**src/verilog/kmc_pkg.sv**
```systemverilog
/*
  constants for the keypad mode controller: timing, register map,
  control field positions, lock codes and navigation states.
  assumes a 10 MHz core clock and a 32-bit AXI4-Lite register bus.
*/
package kmc_pkg;
  localparam int          CLK_HZ       = 10_000_000;
  localparam int          DEBOUNCE_US  = 10_000;
  localparam int          DEBOUNCE_CYC = CLK_HZ / 1_000_000 * DEBOUNCE_US;
  localparam int          SCAN_US      = 1_000;
  localparam int          SCAN_CYC     = CLK_HZ / 1_000_000 * SCAN_US;
  localparam int          DB_W         = 17;
  localparam int          SC_W         = 14;
  localparam int          NKEY         = 6;
  localparam int          K_RUN        = 0;
  localparam int          K_STOP       = 1;
  localparam int          K_FUNC       = 2;
  localparam int          K_UP         = 3;
  localparam int          K_DOWN       = 4;
  localparam int          K_COMMIT     = 5;
  localparam int          AW           = 8;
  localparam logic [7:0]  A_CTRL       = 8'h00;
  localparam logic [7:0]  A_STATUS     = 8'h04;
  localparam logic [7:0]  A_RUN_EDIT   = 8'h08;
  localparam logic [7:0]  A_MONITOR    = 8'h0c;
  localparam logic [7:0]  A_COMMIT     = 8'h10;
  localparam logic [7:0]  A_TABLE      = 8'h80;
  localparam int          CTRL_DIR     = 0;
  localparam int          CTRL_POT     = 1;
  localparam int          CTRL_KEYRUN  = 2;
  localparam int          CTRL_LOCK    = 4;
  localparam logic [31:0] CTRL_RST     = 32'h0000_0004;
  localparam logic [1:0]  LOCK_NONE    = 2'h0;
  localparam logic [1:0]  LOCK_ALL     = 2'h1;
  localparam logic [1:0]  LOCK_RUN     = 2'h2;
  localparam int          NPARAM       = 32;
  localparam int          VAL_W        = 16;
  localparam logic [2:0]  GRP_MON      = 3'h0;
  localparam logic [2:0]  GRP_LAST     = 3'h5;
  localparam logic [4:0]  IDX_AMPS     = 5'h01;
  localparam logic [6:0]  GLYPH_H      = 7'h76;
  localparam logic [6:0]  GLYPH_BLANK  = 7'h00;
  localparam logic [1:0]  RESP_OKAY    = 2'h0;
  localparam logic [1:0]  RESP_SLVERR  = 2'h2;
  typedef enum logic [1:0] {NAV_GROUP, NAV_LIST, NAV_VALUE} kmc_nav_e;
endpackage
```
**src/verilog/kmc_keypad_ctrl.sv**
```systemverilog
/*
  keypad mode controller: debounced keys, run/stop, program/monitor
  and trip modes, navigation, edit gating, store, seven-segment scan,
  lamps and an AXI4-Lite register slave.
  assumes key and fault pins are asynchronous, active high, and that
  the bus runs on core_clk.
*/
`timescale 1ns/1ns
module kmc_keypad_ctrl #(
  parameter int DEBOUNCE_CYCLES = kmc_pkg::DEBOUNCE_CYC,
  parameter int SCAN_CYCLES     = kmc_pkg::SCAN_CYC
) (
  input  wire logic                   core_clk,
  input  wire logic                   rst,
  input  wire logic                   ce,
  input  wire logic                   key_run_pin,
  input  wire logic                   key_stop_pin,
  input  wire logic                   key_func_pin,
  input  wire logic                   key_up_pin,
  input  wire logic                   key_down_pin,
  input  wire logic                   commit_key_pin,
  input  wire logic                   fault_pin,
  input  wire logic                   s_axi_awvalid,
  output logic                        s_axi_awready,
  input  wire logic [kmc_pkg::AW-1:0] s_axi_awaddr,
  input  wire logic                   s_axi_wvalid,
  output logic                        s_axi_wready,
  input  wire logic [31:0]            s_axi_wdata,
  input  wire logic [3:0]             s_axi_wstrb,
  output logic                        s_axi_bvalid,
  input  wire logic                   s_axi_bready,
  output logic [1:0]                  s_axi_bresp,
  input  wire logic                   s_axi_arvalid,
  output logic                        s_axi_arready,
  input  wire logic [kmc_pkg::AW-1:0] s_axi_araddr,
  output logic                        s_axi_rvalid,
  input  wire logic                   s_axi_rready,
  output logic [31:0]                 s_axi_rdata,
  output logic [1:0]                  s_axi_rresp,
  output logic                        run_lamp,
  output logic                        program_indicator,
  output logic                        run_key_enable_lamp,
  output logic                        pot_enable_lamp,
  output logic                        hertz_lamp,
  output logic                        ampere_lamp,
  output logic [6:0]                  seg,
  output logic [3:0]                  digit_sel,
  output logic                        run_fwd,
  output logic                        run_rev,
  output logic                        decel_stop,
  output logic                        trip_clear,
  output logic                        motor_enable,
  output logic                        nv_wr,
  output logic [4:0]                  nv_addr,
  output logic [kmc_pkg::VAL_W-1:0]   nv_data
);
  import kmc_pkg::*;

  typedef struct packed {
    logic [NKEY:0]                sync1;
    logic [NKEY:0]                sync2;
    logic [NKEY-1:0][DB_W-1:0]    dbc;
    logic [NKEY-1:0]              stable;
    logic                         running;
    logic                         trip;
    kmc_nav_e                     nav;
    logic [2:0]                   grp;
    logic [4:0]                   idx;
    logic [VAL_W-1:0]             edit;
    logic                         edited;
    logic [31:0]                  ctrl;
    logic [31:0]                  run_edit;
    logic [VAL_W-1:0]             monitor;
    logic [NPARAM-1:0][VAL_W-1:0] ptab;
    logic [SC_W-1:0]              scan_cnt;
    logic [1:0]                   digit;
    logic                         run_lamp;
    logic                         prog_lamp;
    logic                         rke_lamp;
    logic                         pot_lamp;
    logic                         hz_lamp;
    logic                         amp_lamp;
    logic [6:0]                   seg;
    logic [3:0]                   dsel;
    logic                         run_fwd;
    logic                         run_rev;
    logic                         decel_stop;
    logic                         trip_clear;
    logic                         motor_en;
    logic                         nv_wr;
    logic [4:0]                   nv_addr;
    logic [VAL_W-1:0]             nv_data;
    logic                         aw_held;
    logic [AW-1:0]                aw_addr;
    logic                         w_held;
    logic [31:0]                  w_data;
    logic [3:0]                   w_strb;
    logic                         awready;
    logic                         wready;
    logic                         bvalid;
    logic [1:0]                   bresp;
    logic                         arready;
    logic                         rvalid;
    logic [31:0]                  rdata;
    logic [1:0]                   rresp;
  } kmc_state_s;

  localparam logic [DB_W-1:0] DB_LAST = DB_W'(DEBOUNCE_CYCLES - 1);
  localparam logic [SC_W-1:0] SC_LAST = SC_W'(SCAN_CYCLES - 1);

  kmc_state_s             s;
  kmc_state_s             next_s;
  logic [NKEY-1:0]        press;
  logic                   fault;
  logic                   run_en;
  logic                   allowed;
  logic                   prog;
  logic [1:0]             lock;
  logic [3:0][6:0]        glyph;
  logic [5:0]             num;

  function automatic logic [6:0] hex_glyph(input logic [3:0] h);
    case (h)
      4'h0: hex_glyph = 7'h3f;
      4'h1: hex_glyph = 7'h06;
      4'h2: hex_glyph = 7'h5b;
      4'h3: hex_glyph = 7'h4f;
      4'h4: hex_glyph = 7'h66;
      4'h5: hex_glyph = 7'h6d;
      4'h6: hex_glyph = 7'h7d;
      4'h7: hex_glyph = 7'h07;
      4'h8: hex_glyph = 7'h7f;
      4'h9: hex_glyph = 7'h6f;
      4'ha: hex_glyph = 7'h77;
      4'hb: hex_glyph = 7'h7c;
      4'hc: hex_glyph = 7'h39;
      4'hd: hex_glyph = 7'h5e;
      4'he: hex_glyph = 7'h79;
      default: hex_glyph = 7'h71;
    endcase
  endfunction

  // groups in order d F A b C H; b and d use the lower-case forms
  function automatic logic [6:0] grp_glyph(input logic [2:0] g);
    case (g)
      3'h0: grp_glyph = hex_glyph(4'hd);
      3'h1: grp_glyph = hex_glyph(4'hf);
      3'h2: grp_glyph = hex_glyph(4'ha);
      3'h3: grp_glyph = hex_glyph(4'hb);
      3'h4: grp_glyph = hex_glyph(4'hc);
      default: grp_glyph = GLYPH_H;
    endcase
  endfunction

  function automatic logic [31:0] merge(input logic [31:0] o, input logic [31:0] d,
                                        input logic [3:0] b);
    merge = o;
    for (int i = 0; i < 4; i++) begin
      if (b[i]) begin
        merge[8*i +: 8] = d[8*i +: 8];
      end
    end
  endfunction

  ////////////////////////////////////////////////////////////////////////////
  always_comb begin
    next_s = s;
    press = '0;
    next_s.sync1 = {fault_pin, commit_key_pin, key_down_pin, key_up_pin,
                    key_func_pin, key_stop_pin, key_run_pin};
    next_s.sync2 = s.sync1;
    fault = s.sync2[NKEY];
    for (int k = 0; k < NKEY; k++) begin
      if (s.sync2[k] == s.stable[k]) begin
        next_s.dbc[k] = '0;
      end else if (s.dbc[k] == DB_LAST) begin
        next_s.dbc[k] = '0;
        next_s.stable[k] = s.sync2[k];
        press[k] = s.sync2[k];
      end else begin
        next_s.dbc[k] = s.dbc[k] + 1'b1;
      end
    end
    next_s.run_fwd = 1'b0;
    next_s.run_rev = 1'b0;
    next_s.decel_stop = 1'b0;
    next_s.trip_clear = 1'b0;
    next_s.nv_wr = 1'b0;

    // bus write applied first so a store in the same cycle wins
    if (s.aw_held && s.w_held && !s.bvalid) begin
      next_s.aw_held = 1'b0;
      next_s.w_held = 1'b0;
      next_s.bvalid = 1'b1;
      next_s.bresp = RESP_OKAY;
      if (s.aw_addr >= A_TABLE) begin
        next_s.ptab[s.aw_addr[6:2]] = VAL_W'(merge({16'h0, s.ptab[s.aw_addr[6:2]]},
                                                    s.w_data, s.w_strb));
      end else begin
        case (s.aw_addr[7:2])
          A_CTRL[7:2]:     next_s.ctrl = merge(s.ctrl, s.w_data, s.w_strb);
          A_RUN_EDIT[7:2]: next_s.run_edit = merge(s.run_edit, s.w_data, s.w_strb);
          A_MONITOR[7:2]:  next_s.monitor = VAL_W'(merge({16'h0, s.monitor},
                                                   s.w_data, s.w_strb));
          A_STATUS[7:2], A_COMMIT[7:2]: next_s.bresp = RESP_OKAY;
          default:         next_s.bresp = RESP_SLVERR;
        endcase
      end
    end
    if (s.bvalid && s_axi_bready) begin
      next_s.bvalid = 1'b0;
    end
    if (s.awready && s_axi_awvalid) begin
      next_s.aw_held = 1'b1;
      next_s.aw_addr = s_axi_awaddr;
    end
    if (s.wready && s_axi_wvalid) begin
      next_s.w_held = 1'b1;
      next_s.w_data = s_axi_wdata;
      next_s.w_strb = s_axi_wstrb;
    end
    next_s.awready = !next_s.aw_held;
    next_s.wready = !next_s.w_held;
    if (s.rvalid && s_axi_rready) begin
      next_s.rvalid = 1'b0;
      next_s.arready = 1'b1;
    end
    if (s.arready && s_axi_arvalid) begin
      next_s.arready = 1'b0;
      next_s.rvalid = 1'b1;
      next_s.rresp = RESP_OKAY;
      next_s.rdata = '0;
      if (s_axi_araddr >= A_TABLE) begin
        next_s.rdata = {16'h0, s.ptab[s_axi_araddr[6:2]]};
      end else begin
        case (s_axi_araddr[7:2])
          A_CTRL[7:2]:     next_s.rdata = s.ctrl;
          A_STATUS[7:2]:   next_s.rdata = {18'h0, s.edited, s.idx, s.grp, s.nav,
                                           s.grp != GRP_MON, s.trip, s.running};
          A_RUN_EDIT[7:2]: next_s.rdata = s.run_edit;
          A_MONITOR[7:2]:  next_s.rdata = {16'h0, s.monitor};
          A_COMMIT[7:2]:   next_s.rdata = {11'h0, s.nv_addr, s.nv_data};
          default:         next_s.rresp = RESP_SLVERR;
        endcase
      end
    end

    // run/stop and trip; program/monitor follows the group alone
    lock = s.ctrl[CTRL_LOCK +: 2];
    prog = s.grp != GRP_MON;
    run_en = s.ctrl[CTRL_KEYRUN] && !s.trip && !s.running;
    allowed = (lock != LOCK_ALL) &&
              (!s.running || (s.run_edit[s.idx] && lock != LOCK_RUN));
    if (press[K_RUN] && run_en) begin
      next_s.running = 1'b1;
      next_s.run_fwd = !s.ctrl[CTRL_DIR];
      next_s.run_rev = s.ctrl[CTRL_DIR];
    end
    if (press[K_STOP]) begin
      if (s.trip) begin
        next_s.trip = 1'b0;
        next_s.trip_clear = 1'b1;
      end else if (s.running) begin
        next_s.running = 1'b0;
        next_s.decel_stop = 1'b1;
      end
    end
    if (fault) begin
      next_s.trip = 1'b1;
      next_s.running = 1'b0;
      next_s.trip_clear = 1'b0;
      next_s.run_fwd = 1'b0;
      next_s.run_rev = 1'b0;
    end

    // navigation: group list, parameter list, value view
    case (s.nav)
      NAV_GROUP: begin
        if (press[K_FUNC]) begin
          next_s.nav = NAV_LIST;
          next_s.idx = '0;
        end else if (press[K_UP]) begin
          next_s.grp = (s.grp == GRP_LAST) ? 3'h0 : 3'(s.grp + 3'h1);
        end else if (press[K_DOWN]) begin
          next_s.grp = (s.grp == 3'h0) ? GRP_LAST : 3'(s.grp - 3'h1);
        end
      end
      NAV_LIST: begin
        if (press[K_FUNC]) begin
          next_s.nav = NAV_VALUE;
          next_s.edit = s.ptab[s.idx];
          next_s.edited = 1'b0;
        end else if (press[K_COMMIT]) begin
          next_s.nav = NAV_GROUP;
        end else if (press[K_UP]) begin
          next_s.idx = s.idx + 5'h1;
        end else if (press[K_DOWN]) begin
          next_s.idx = s.idx - 5'h1;
        end
      end
      NAV_VALUE: begin
        if (press[K_FUNC]) begin
          next_s.nav = NAV_LIST;
          next_s.edited = 1'b0;
        end else if (press[K_UP] && prog && allowed) begin
          next_s.edit = s.edit + 16'h1;
          next_s.edited = 1'b1;
        end else if (press[K_DOWN] && prog && allowed) begin
          next_s.edit = s.edit - 16'h1;
          next_s.edited = 1'b1;
        end else if (press[K_COMMIT] && prog && s.edited && allowed) begin
          next_s.ptab[s.idx] = s.edit;
          next_s.nv_wr = 1'b1;
          next_s.nv_addr = s.idx;
          next_s.nv_data = s.edit;
          next_s.edited = 1'b0;
          next_s.nav = NAV_LIST;
        end
      end
      default: next_s.nav = NAV_GROUP;
    endcase

    // display: four scanned digits
    num = 6'({1'b0, s.idx} + 6'h1);
    glyph = {4{GLYPH_BLANK}};
    case (s.nav)
      NAV_GROUP: glyph[3] = grp_glyph(s.grp);
      NAV_LIST: begin
        glyph[3] = grp_glyph(s.grp);
        glyph[1] = hex_glyph(4'(num / 6'd10));
        glyph[0] = hex_glyph(4'(num % 6'd10));
      end
      default: begin
        for (int d = 0; d < 4; d++) begin
          glyph[d] = hex_glyph(prog ? s.edit[4*d +: 4] : s.monitor[4*d +: 4]);
        end
      end
    endcase
    if (s.scan_cnt == SC_LAST) begin
      next_s.scan_cnt = '0;
      next_s.digit = s.digit + 2'h1;
    end else begin
      next_s.scan_cnt = s.scan_cnt + 1'b1;
    end
    next_s.seg = glyph[s.digit];
    next_s.dsel = 4'h1 << s.digit;

    // lamps follow the state being registered
    next_s.motor_en = next_s.running && !next_s.trip;
    next_s.run_lamp = next_s.running && !next_s.trip;
    next_s.prog_lamp = next_s.grp != GRP_MON;
    next_s.rke_lamp = next_s.ctrl[CTRL_KEYRUN] && !next_s.trip && !next_s.running;
    next_s.pot_lamp = next_s.ctrl[CTRL_POT];
    next_s.amp_lamp = next_s.grp == GRP_MON && next_s.idx == IDX_AMPS;
    next_s.hz_lamp = !next_s.amp_lamp;
  end

  ////////////////////////////////////////////////////////////////////////////
  always_ff @(posedge core_clk or posedge rst) begin
    if (rst) begin
      // keypad comes up idle at the group list; no edit in progress
      s <= '0;
      s.ctrl <= CTRL_RST;
      s.awready <= 1'b1;
      s.wready <= 1'b1;
      s.arready <= 1'b1;
      s.hz_lamp <= 1'b1;
      s.rke_lamp <= 1'b1;
    end else if (ce) begin
      s <= next_s;
    end
  end

  assign s_axi_awready = s.awready;
  assign s_axi_wready = s.wready;
  assign s_axi_bvalid = s.bvalid;
  assign s_axi_bresp = s.bresp;
  assign s_axi_arready = s.arready;
  assign s_axi_rvalid = s.rvalid;
  assign s_axi_rdata = s.rdata;
  assign s_axi_rresp = s.rresp;
  assign run_lamp = s.run_lamp;
  assign program_indicator = s.prog_lamp;
  assign run_key_enable_lamp = s.rke_lamp;
  assign pot_enable_lamp = s.pot_lamp;
  assign hertz_lamp = s.hz_lamp;
  assign ampere_lamp = s.amp_lamp;
  assign seg = s.seg;
  assign digit_sel = s.dsel;
  assign run_fwd = s.run_fwd;
  assign run_rev = s.run_rev;
  assign decel_stop = s.decel_stop;
  assign trip_clear = s.trip_clear;
  assign motor_enable = s.motor_en;
  assign nv_wr = s.nv_wr;
  assign nv_addr = s.nv_addr;
  assign nv_data = s.nv_data;
endmodule

```
**config.mk**
```make
export PLATFORM = sky130hd
export DESIGN_NAME = kmc_keypad_ctrl
export DESIGN_NICKNAME = d
export VERILOG_FILES = /design/src/verilog/kmc_pkg.sv /design/src/verilog/kmc_keypad_ctrl.sv
export SDC_FILE = /design/constraint.sdc
export NUM_CORES = 2
export LEC_CHECK = 0
export BUFFER_PORTS_ARGS = -buffer_cell sky130_fd_sc_hd__buf_2
export CORE_ASPECT_RATIO = 0.5
export CORE_UTILIZATION = 55
export CTS_CLUSTER_SIZE = 14
export DETAILED_ROUTE_END_ITERATION = 16
export GPL_TIMING_DRIVEN = 0
export MAX_ROUTING_LAYER = met4
export PLACE_DENSITY = 0.72
export REMOVE_ABC_BUFFERS = 1
export SYNTH_ARGS = -nofsm -noshare
export SYNTH_HDL_FRONTEND = slang
export SYNTH_SLANG_ARGS = --single-unit
```
**constraint.sdc**
```tcl
create_clock -name core_clk -period 32.6 [get_ports core_clk]
set_input_delay 1.63 -clock core_clk [delete_from_list [all_inputs] [get_ports core_clk]]
set_output_delay 1.63 -clock core_clk [all_outputs]
set_load 0.01 [all_outputs]
```
# Word level (Yosys, flattened, before mapping)
# Memories as Yosys holds them, arrays and structs flattened.
# Index checks and enable logic that the tools add are counted.
[totals]
out_inout_bits = 85
inputBits = 67
memories = 6
romBits = 672
regBits = 889
[classes]
n_mux = 132
div = 2
addsub = 15
bitwise_logic = 10
n_reduce_logical = 75
shifts = 1
n_eq_ne = 40
order_cmp = 8
[mem_list]
columns = ["name", "words", "word_bits", "rd", "rd_ports_with_merged_regs", "wr", "line", "text"]
rows = [
  ["(no name shown)", 16, 7, 1, 0, 0, "kmc_keypad_ctrl.sv:123", "case (h)"],
  ["(no name shown)", 16, 7, 1, 0, 0, "kmc_keypad_ctrl.sv:123", ""],
  ["(no name shown)", 16, 7, 1, 0, 0, "kmc_keypad_ctrl.sv:123", ""],
  ["(no name shown)", 16, 7, 1, 0, 0, "kmc_keypad_ctrl.sv:123", ""],
  ["(no name shown)", 16, 7, 1, 0, 0, "kmc_keypad_ctrl.sv:123", ""],
  ["(no name shown)", 16, 7, 1, 0, 0, "kmc_keypad_ctrl.sv:123", ""],
]
[ops]
columns = ["operator", "n"]
rows = [
  ["$mux W512", 6],
  ["$bwmux W512", 2],
  ["$mux W563", 1],
  ["$bmux W16 S5", 3],
  ["$mux W17", 14],
  ["$demux W16 S5", 2],
  ["$pmux W32 S5", 1],
  ["$mux W16", 8],
  ["$mux W22", 5],
  ["$add A17 B1 Y17 const B", 6],
  ["$eq A17 B17 Y1 const B", 6],
  ["$mux W8", 12],
  ["$mux W32", 2],
  ["$reduce_and A5 Y1", 11],
  ["$mux W51", 1],
  ["$mux W37", 1],
  ["$mux W36", 1],
  ["$pmux W7 S5", 1],
  ["$mux W2", 17],
  ["$pmux W17 S2", 1],
  ["$pmux W14 S2", 1],
  ["$mux W3", 9],
  ["$mux W1", 26],
  ["$logic_and A1 B1 Y1", 25],
  ["54 further kinds", 121],
]

# Depth between registers and ports, before layout
[logic_depth]
ltp_word = 14
mapped_depth = 17

# Least setup slack after synthesis
# Ideal clock, no wire load.
[synth_timing]
kind = "input-to-reg"
from = "input s_axi_araddr[2] in the netlist's numbering"
to = "register s, in the netlist s_axi_rdata[12]"
slack_ns = 28.426
path_stages = 7
n_path_buf = 2
required_ns = 32.466
arrival_ns = 4.040
cell_sequence = "buf_1 buf_1 mux4_2 mux4_2 mux2_2 nand2_1 a31oi_1"
[synth_between]
elab_chain_cells = 3
word_cells_on_any_way = 10
classes_between = "order compare: 1; eq/ne: 4; mux: 4; reduce/logical: 1"
[synth_lines]
columns = ["item", "line", "text"]
rows = [
  ["start, declared", "kmc_keypad_ctrl.sv:35", "input wire logic [kmc_pkg::AW-1:0] s_axi_araddr,"],
  ["$bmux W16 S5 (tied with other cells)", "kmc_keypad_ctrl.sv:234", "next_s.rdata = {16'h0, s.ptab[s_axi_araddr[6:2]]};"],
  ["$mux W16 (implied by the code) / $pmux W32 S5 (equally long branches)", "kmc_keypad_ctrl.sv:234, kmc_keypad_ctrl.sv:236", ""],
  ["$mux W32 (*)", "kmc_keypad_ctrl.sv:233", "if (s_axi_araddr >= A_TABLE) begin"],
  ["end signal, assigned", "kmc_keypad_ctrl.sv:370", "s <= next_s;"],
  ["end, declared", "kmc_keypad_ctrl.sv:111", "kmc_state_s s;"],
]
# Every way passes the cells marked *; elsewhere a longest branch is shown, timed or not. The select of a mux whose other input is x is not followed.
# A chain may end at the register's enable or synchronous reset.

# Worst setup path in the final report
[layout_timing]
from = "register s[765] in the netlist's numbering"
to = "register s[530] in the netlist's numbering"
[layout_between]
elab_chain_cells = 2
[layout_lines]
columns = ["item", "line", "text"]
rows = [
  ["$eq A2 B2 Y1", "kmc_keypad_ctrl.sv:277", "case (s.nav)"],
  ["$mux W512", "kmc_keypad_ctrl.sv:277", ""],
]
# Every way passes these cells.

==> impl_metrics.toml <==
[status]
outcome = "finished with violations"
violations = "max-capacitance violations, max-slew violations"

[floorplan]
core-area_um2 = 100000
num_rows = 82
die_y_um = 227
die_area_um2 = 102000
die_w_um = 452
io_pins = 152
start_util_pct = 55.5

[sta]
tns_ps = 0
hold_slack_ps = 483
fin_crit_ps = 6790
worst_slack_ps = 25810
hold_viol_final = 0
rsz0062_at_grt = "no"
maxSlewViolCount = 6
fin_skew_ps = 29.4
fmax_mhz = 147
min_period_over_period_pct = 20.8
tightest_slew_ps = 1580
maxSlewHeadroom_pct = -6.07
setup_viol = 0

[clock_network]
clockBufferDepth = 3
cts_tree = "built"
clkTransAtPathRegs_ps = 70
post-cts-setup-buffer-count = 0
clock_latency_ps = 720
numCtsBuffers = 83
clockRootBuffer = "clkbuf_16"
h-tree-depth = 3
clock_sinks = 884
cts_resized = 0
holdBufCountCts = 0

[placement]
post-place-ws_ps = 26500
gp_congestion = 1.01
port_buffers = 145
dp_cells = 6013
detailed_place_hpwl_um = 141000

[route]
routed_wirelength_um = 209000
first_pass_iters = 14
vias = 48600
viasPerCell = 7.84
drtIter0Drc = 8418
post-route-drc-count = 0
drtAntennaViolNets = 0
avgRoutedWirePerCell_um = 33.7

[min_path]
hold_path_class = "flop to flop"
hp-start = "run_key_enable_lamp"
holdPathStages = 1
hold_end = "run_key_enable_lamp"

[worst_setup_path]
worstSetupPathType = "flop to flop"
rr_startpoint = "s[765]"
worst_ep_arrival_time_ps = 7380
cpMostUsedCell = "nand2_1"
rr_endpoint = "s[530]"
required_ps = 33200
crit_family = "simple AND/OR/NAND/NOR gates"
slowest_stage = "and3_1"
crit_path_max_incr_delay_ps = 1240
path_buf_inv = 0
critPathMaxFanout = 31
crit_path_end_kind = "flop"
path_cells = "nand2_1 -> a21oi_1 -> and3_1 -> nand4_1 -> o21ai_1 -> nand2_1 -> a221o_1"
cp-start-kind = "flop"
ff2ff_setup_slack_ps = 25810
r2r_cells = 7
crit_start = "s[765]"

[synth]
yosys_warnings = 0
synth_top_family_by_area = "multiplexers"
synthMuxAreaShare_pct = 24.6
yosysTopAreaCellShare_pct = 39.5
synth.top_cells.by_area = "dfrtp_1 40%, mux4_2 19%, mux2_2 4.5%"
netlist_instances = 4926
synth_ff_type = "dfrtp_1"
synth.avg_cell_area_um2 = 11.3
synth-simple-area-share_pct = 9.57
synth_edf_count = 0
syn_area_um2 = 55600
yosysSeqAreaShare_pct = 39.8
synthXorXnorAreaFrac_pct = 0.929
synth_fa_ha_area_share_pct = 1.59
synth-seq-cells = 884
synthArstFlopShare_pct = 100
synth_top_cell_by_area = "dfrtp_1"
synth.distinct_cells = 93
synth_compound_area_share_pct = 19.1

[power]
ir_drop_v = 0.0000578
seqPwrFrac_pct = 41.9
finalPower_w = 0.00378
switching_power_w = 0.00135
switching_share_pct = 35.8
p_leak_nw = 25.3
powerDensity_nw_per_um2 = 62.4
p_comb_share_pct = 30.4
internal-power_w = 0.00243
pwr-share-clk_pct = 27.7

[global_routing]
antenna_found_initial = 21
grt_pass1_wl_um = 307000
grt_max_degree = 160
grt_overflow = 0
grt.total_usage_pct = 41.6
grt_pass1_vias = 46400

[run]
max_cap_violations = 1

[finish]
synthToLayoutAreaGrowth_pct = 9.08
nFillCells = 7945
nets = 4894
final_cells = 6194
drive_gt1_share_pct = 24.1
mostFrequentLayoutCells = "868 x dfrtp_1, 462 x mux4_2, 383 x nor2_1"
final_common_cell = "dfrtp_1"
==> per-stage QoR <==
| step | cell area (µm²) | util (%) |
|---|---|---|
| 2_1_floorplan | 53400 | - |
| 3_3_place_gp | 55800 | 55.7 |
| 3_5_place_dp | 57700 | 57.6 |
| 4_1_cts | 60500 | 60.4 |
| 5_1_grt | 60600 | 60.6 |
| 6_report | 60700 | 60.6 |
==> cell usage after synthesis (all sizes together) (26+ instances only) <==
library cell,count
dfrtp,878
mux4,462
nor2,403
clkbuf,318
o21ai,312
nand2,310
a21oi,292
a221o,222
mux2,221
a221oi,199
buf,180
o221ai,95
nand3,81
mux2i,80
ha,69
inv,62
nand4,55
and3,51
nor3,50
xor2,37
a22oi,29
and2,28
a21boi,27
o2bb2ai,27
a31oi,26
nor4,26
==> power groups by stage <==
stage | combinational, W | clock (W) | sequential (W)
after floorplan | 0.000704 | 0 | 0.00153
after global placement | 0.000956 | 0 | 0.00166
after detailed placement | 0.00110 | 0 | 0.00158
after CTS | 0.00111 | 0.00104 | 0.00156
after global routing | 0.00119 | 0.00109 | 0.00160
final | 0.00115 | 0.00105 | 0.00159
==> logic make-up (layout without fill, tap and decap cells) <==
| group | after synthesis | in the layout |
|---|---|---|
| other cells | 1 | 32 |
| flops | 884 | 884 |
| fa+ha+maj | 70 | 70 |
| mux | 763 | 763 |
| simple gates | 1125 | 1125 |
| xor+xnor | 59 | 59 |
| buf+inv | 563 | 456 |
| compound gates | 1461 | 1461 |
==> flip-flops by register name (all words and copies together), names as in the netlist, 2 cells and up <==
signal	count
lock	2
nv_data	16
s_axi_rdata	32
nv_addr	5
seg	7
next_s	7
s	793
digit_sel	4
==> worst reg2reg max path, stage by stage, from the launching register on <==
cell	delay (ps)
dfrtp_1	1050
nand2_1	850
a21oi_1	1210
and3_1	1240
nand4_1	330
o21ai_1	650
nand2_1	790
a221o_1	570
==> final cells by class <==
cell class	instances	area [µm²]	share of cell area (%)
well taps	1344	1680	2.77
clock inverters	26	327	0.538
multi-input cells	3480	31300	51.5
repair buffers	243	2430	4.00
diodes	30	75.1	0.124
flip-flops and latches	884	22200	36.5
clock buffers	122	2480	4.08
inverters	65	256	0.423
==> metal layers <==
| layer | up-vias | global-route usage, % | share of wire [%] |
|---|---|---|---|
| met2 | 4011 | 58.9 | 43 |
| met5 | - | - | 0 |
| met1 | 24500 | 50.3 | 35 |
| li1 | 19200 | - | - |
| met3 | 907 | 21.1 | 17 |
| met4 | 0 | 16.5 | 5.2 |
==> how the worst max path moves through the flow <==
stage | to | slack [ps] | depth (start not counted)
floorplan | ampere_lamp | 6130 | 1
global placement | s[347] | -3590 | 2
detailed placement | s[752] | 26500 | 14
CTS | s[530] | 26490 | 7
global route | s[530] | 26040 | 7
finish | s[530] | 25810 | 7
Power figures use the tool's default switching activity.
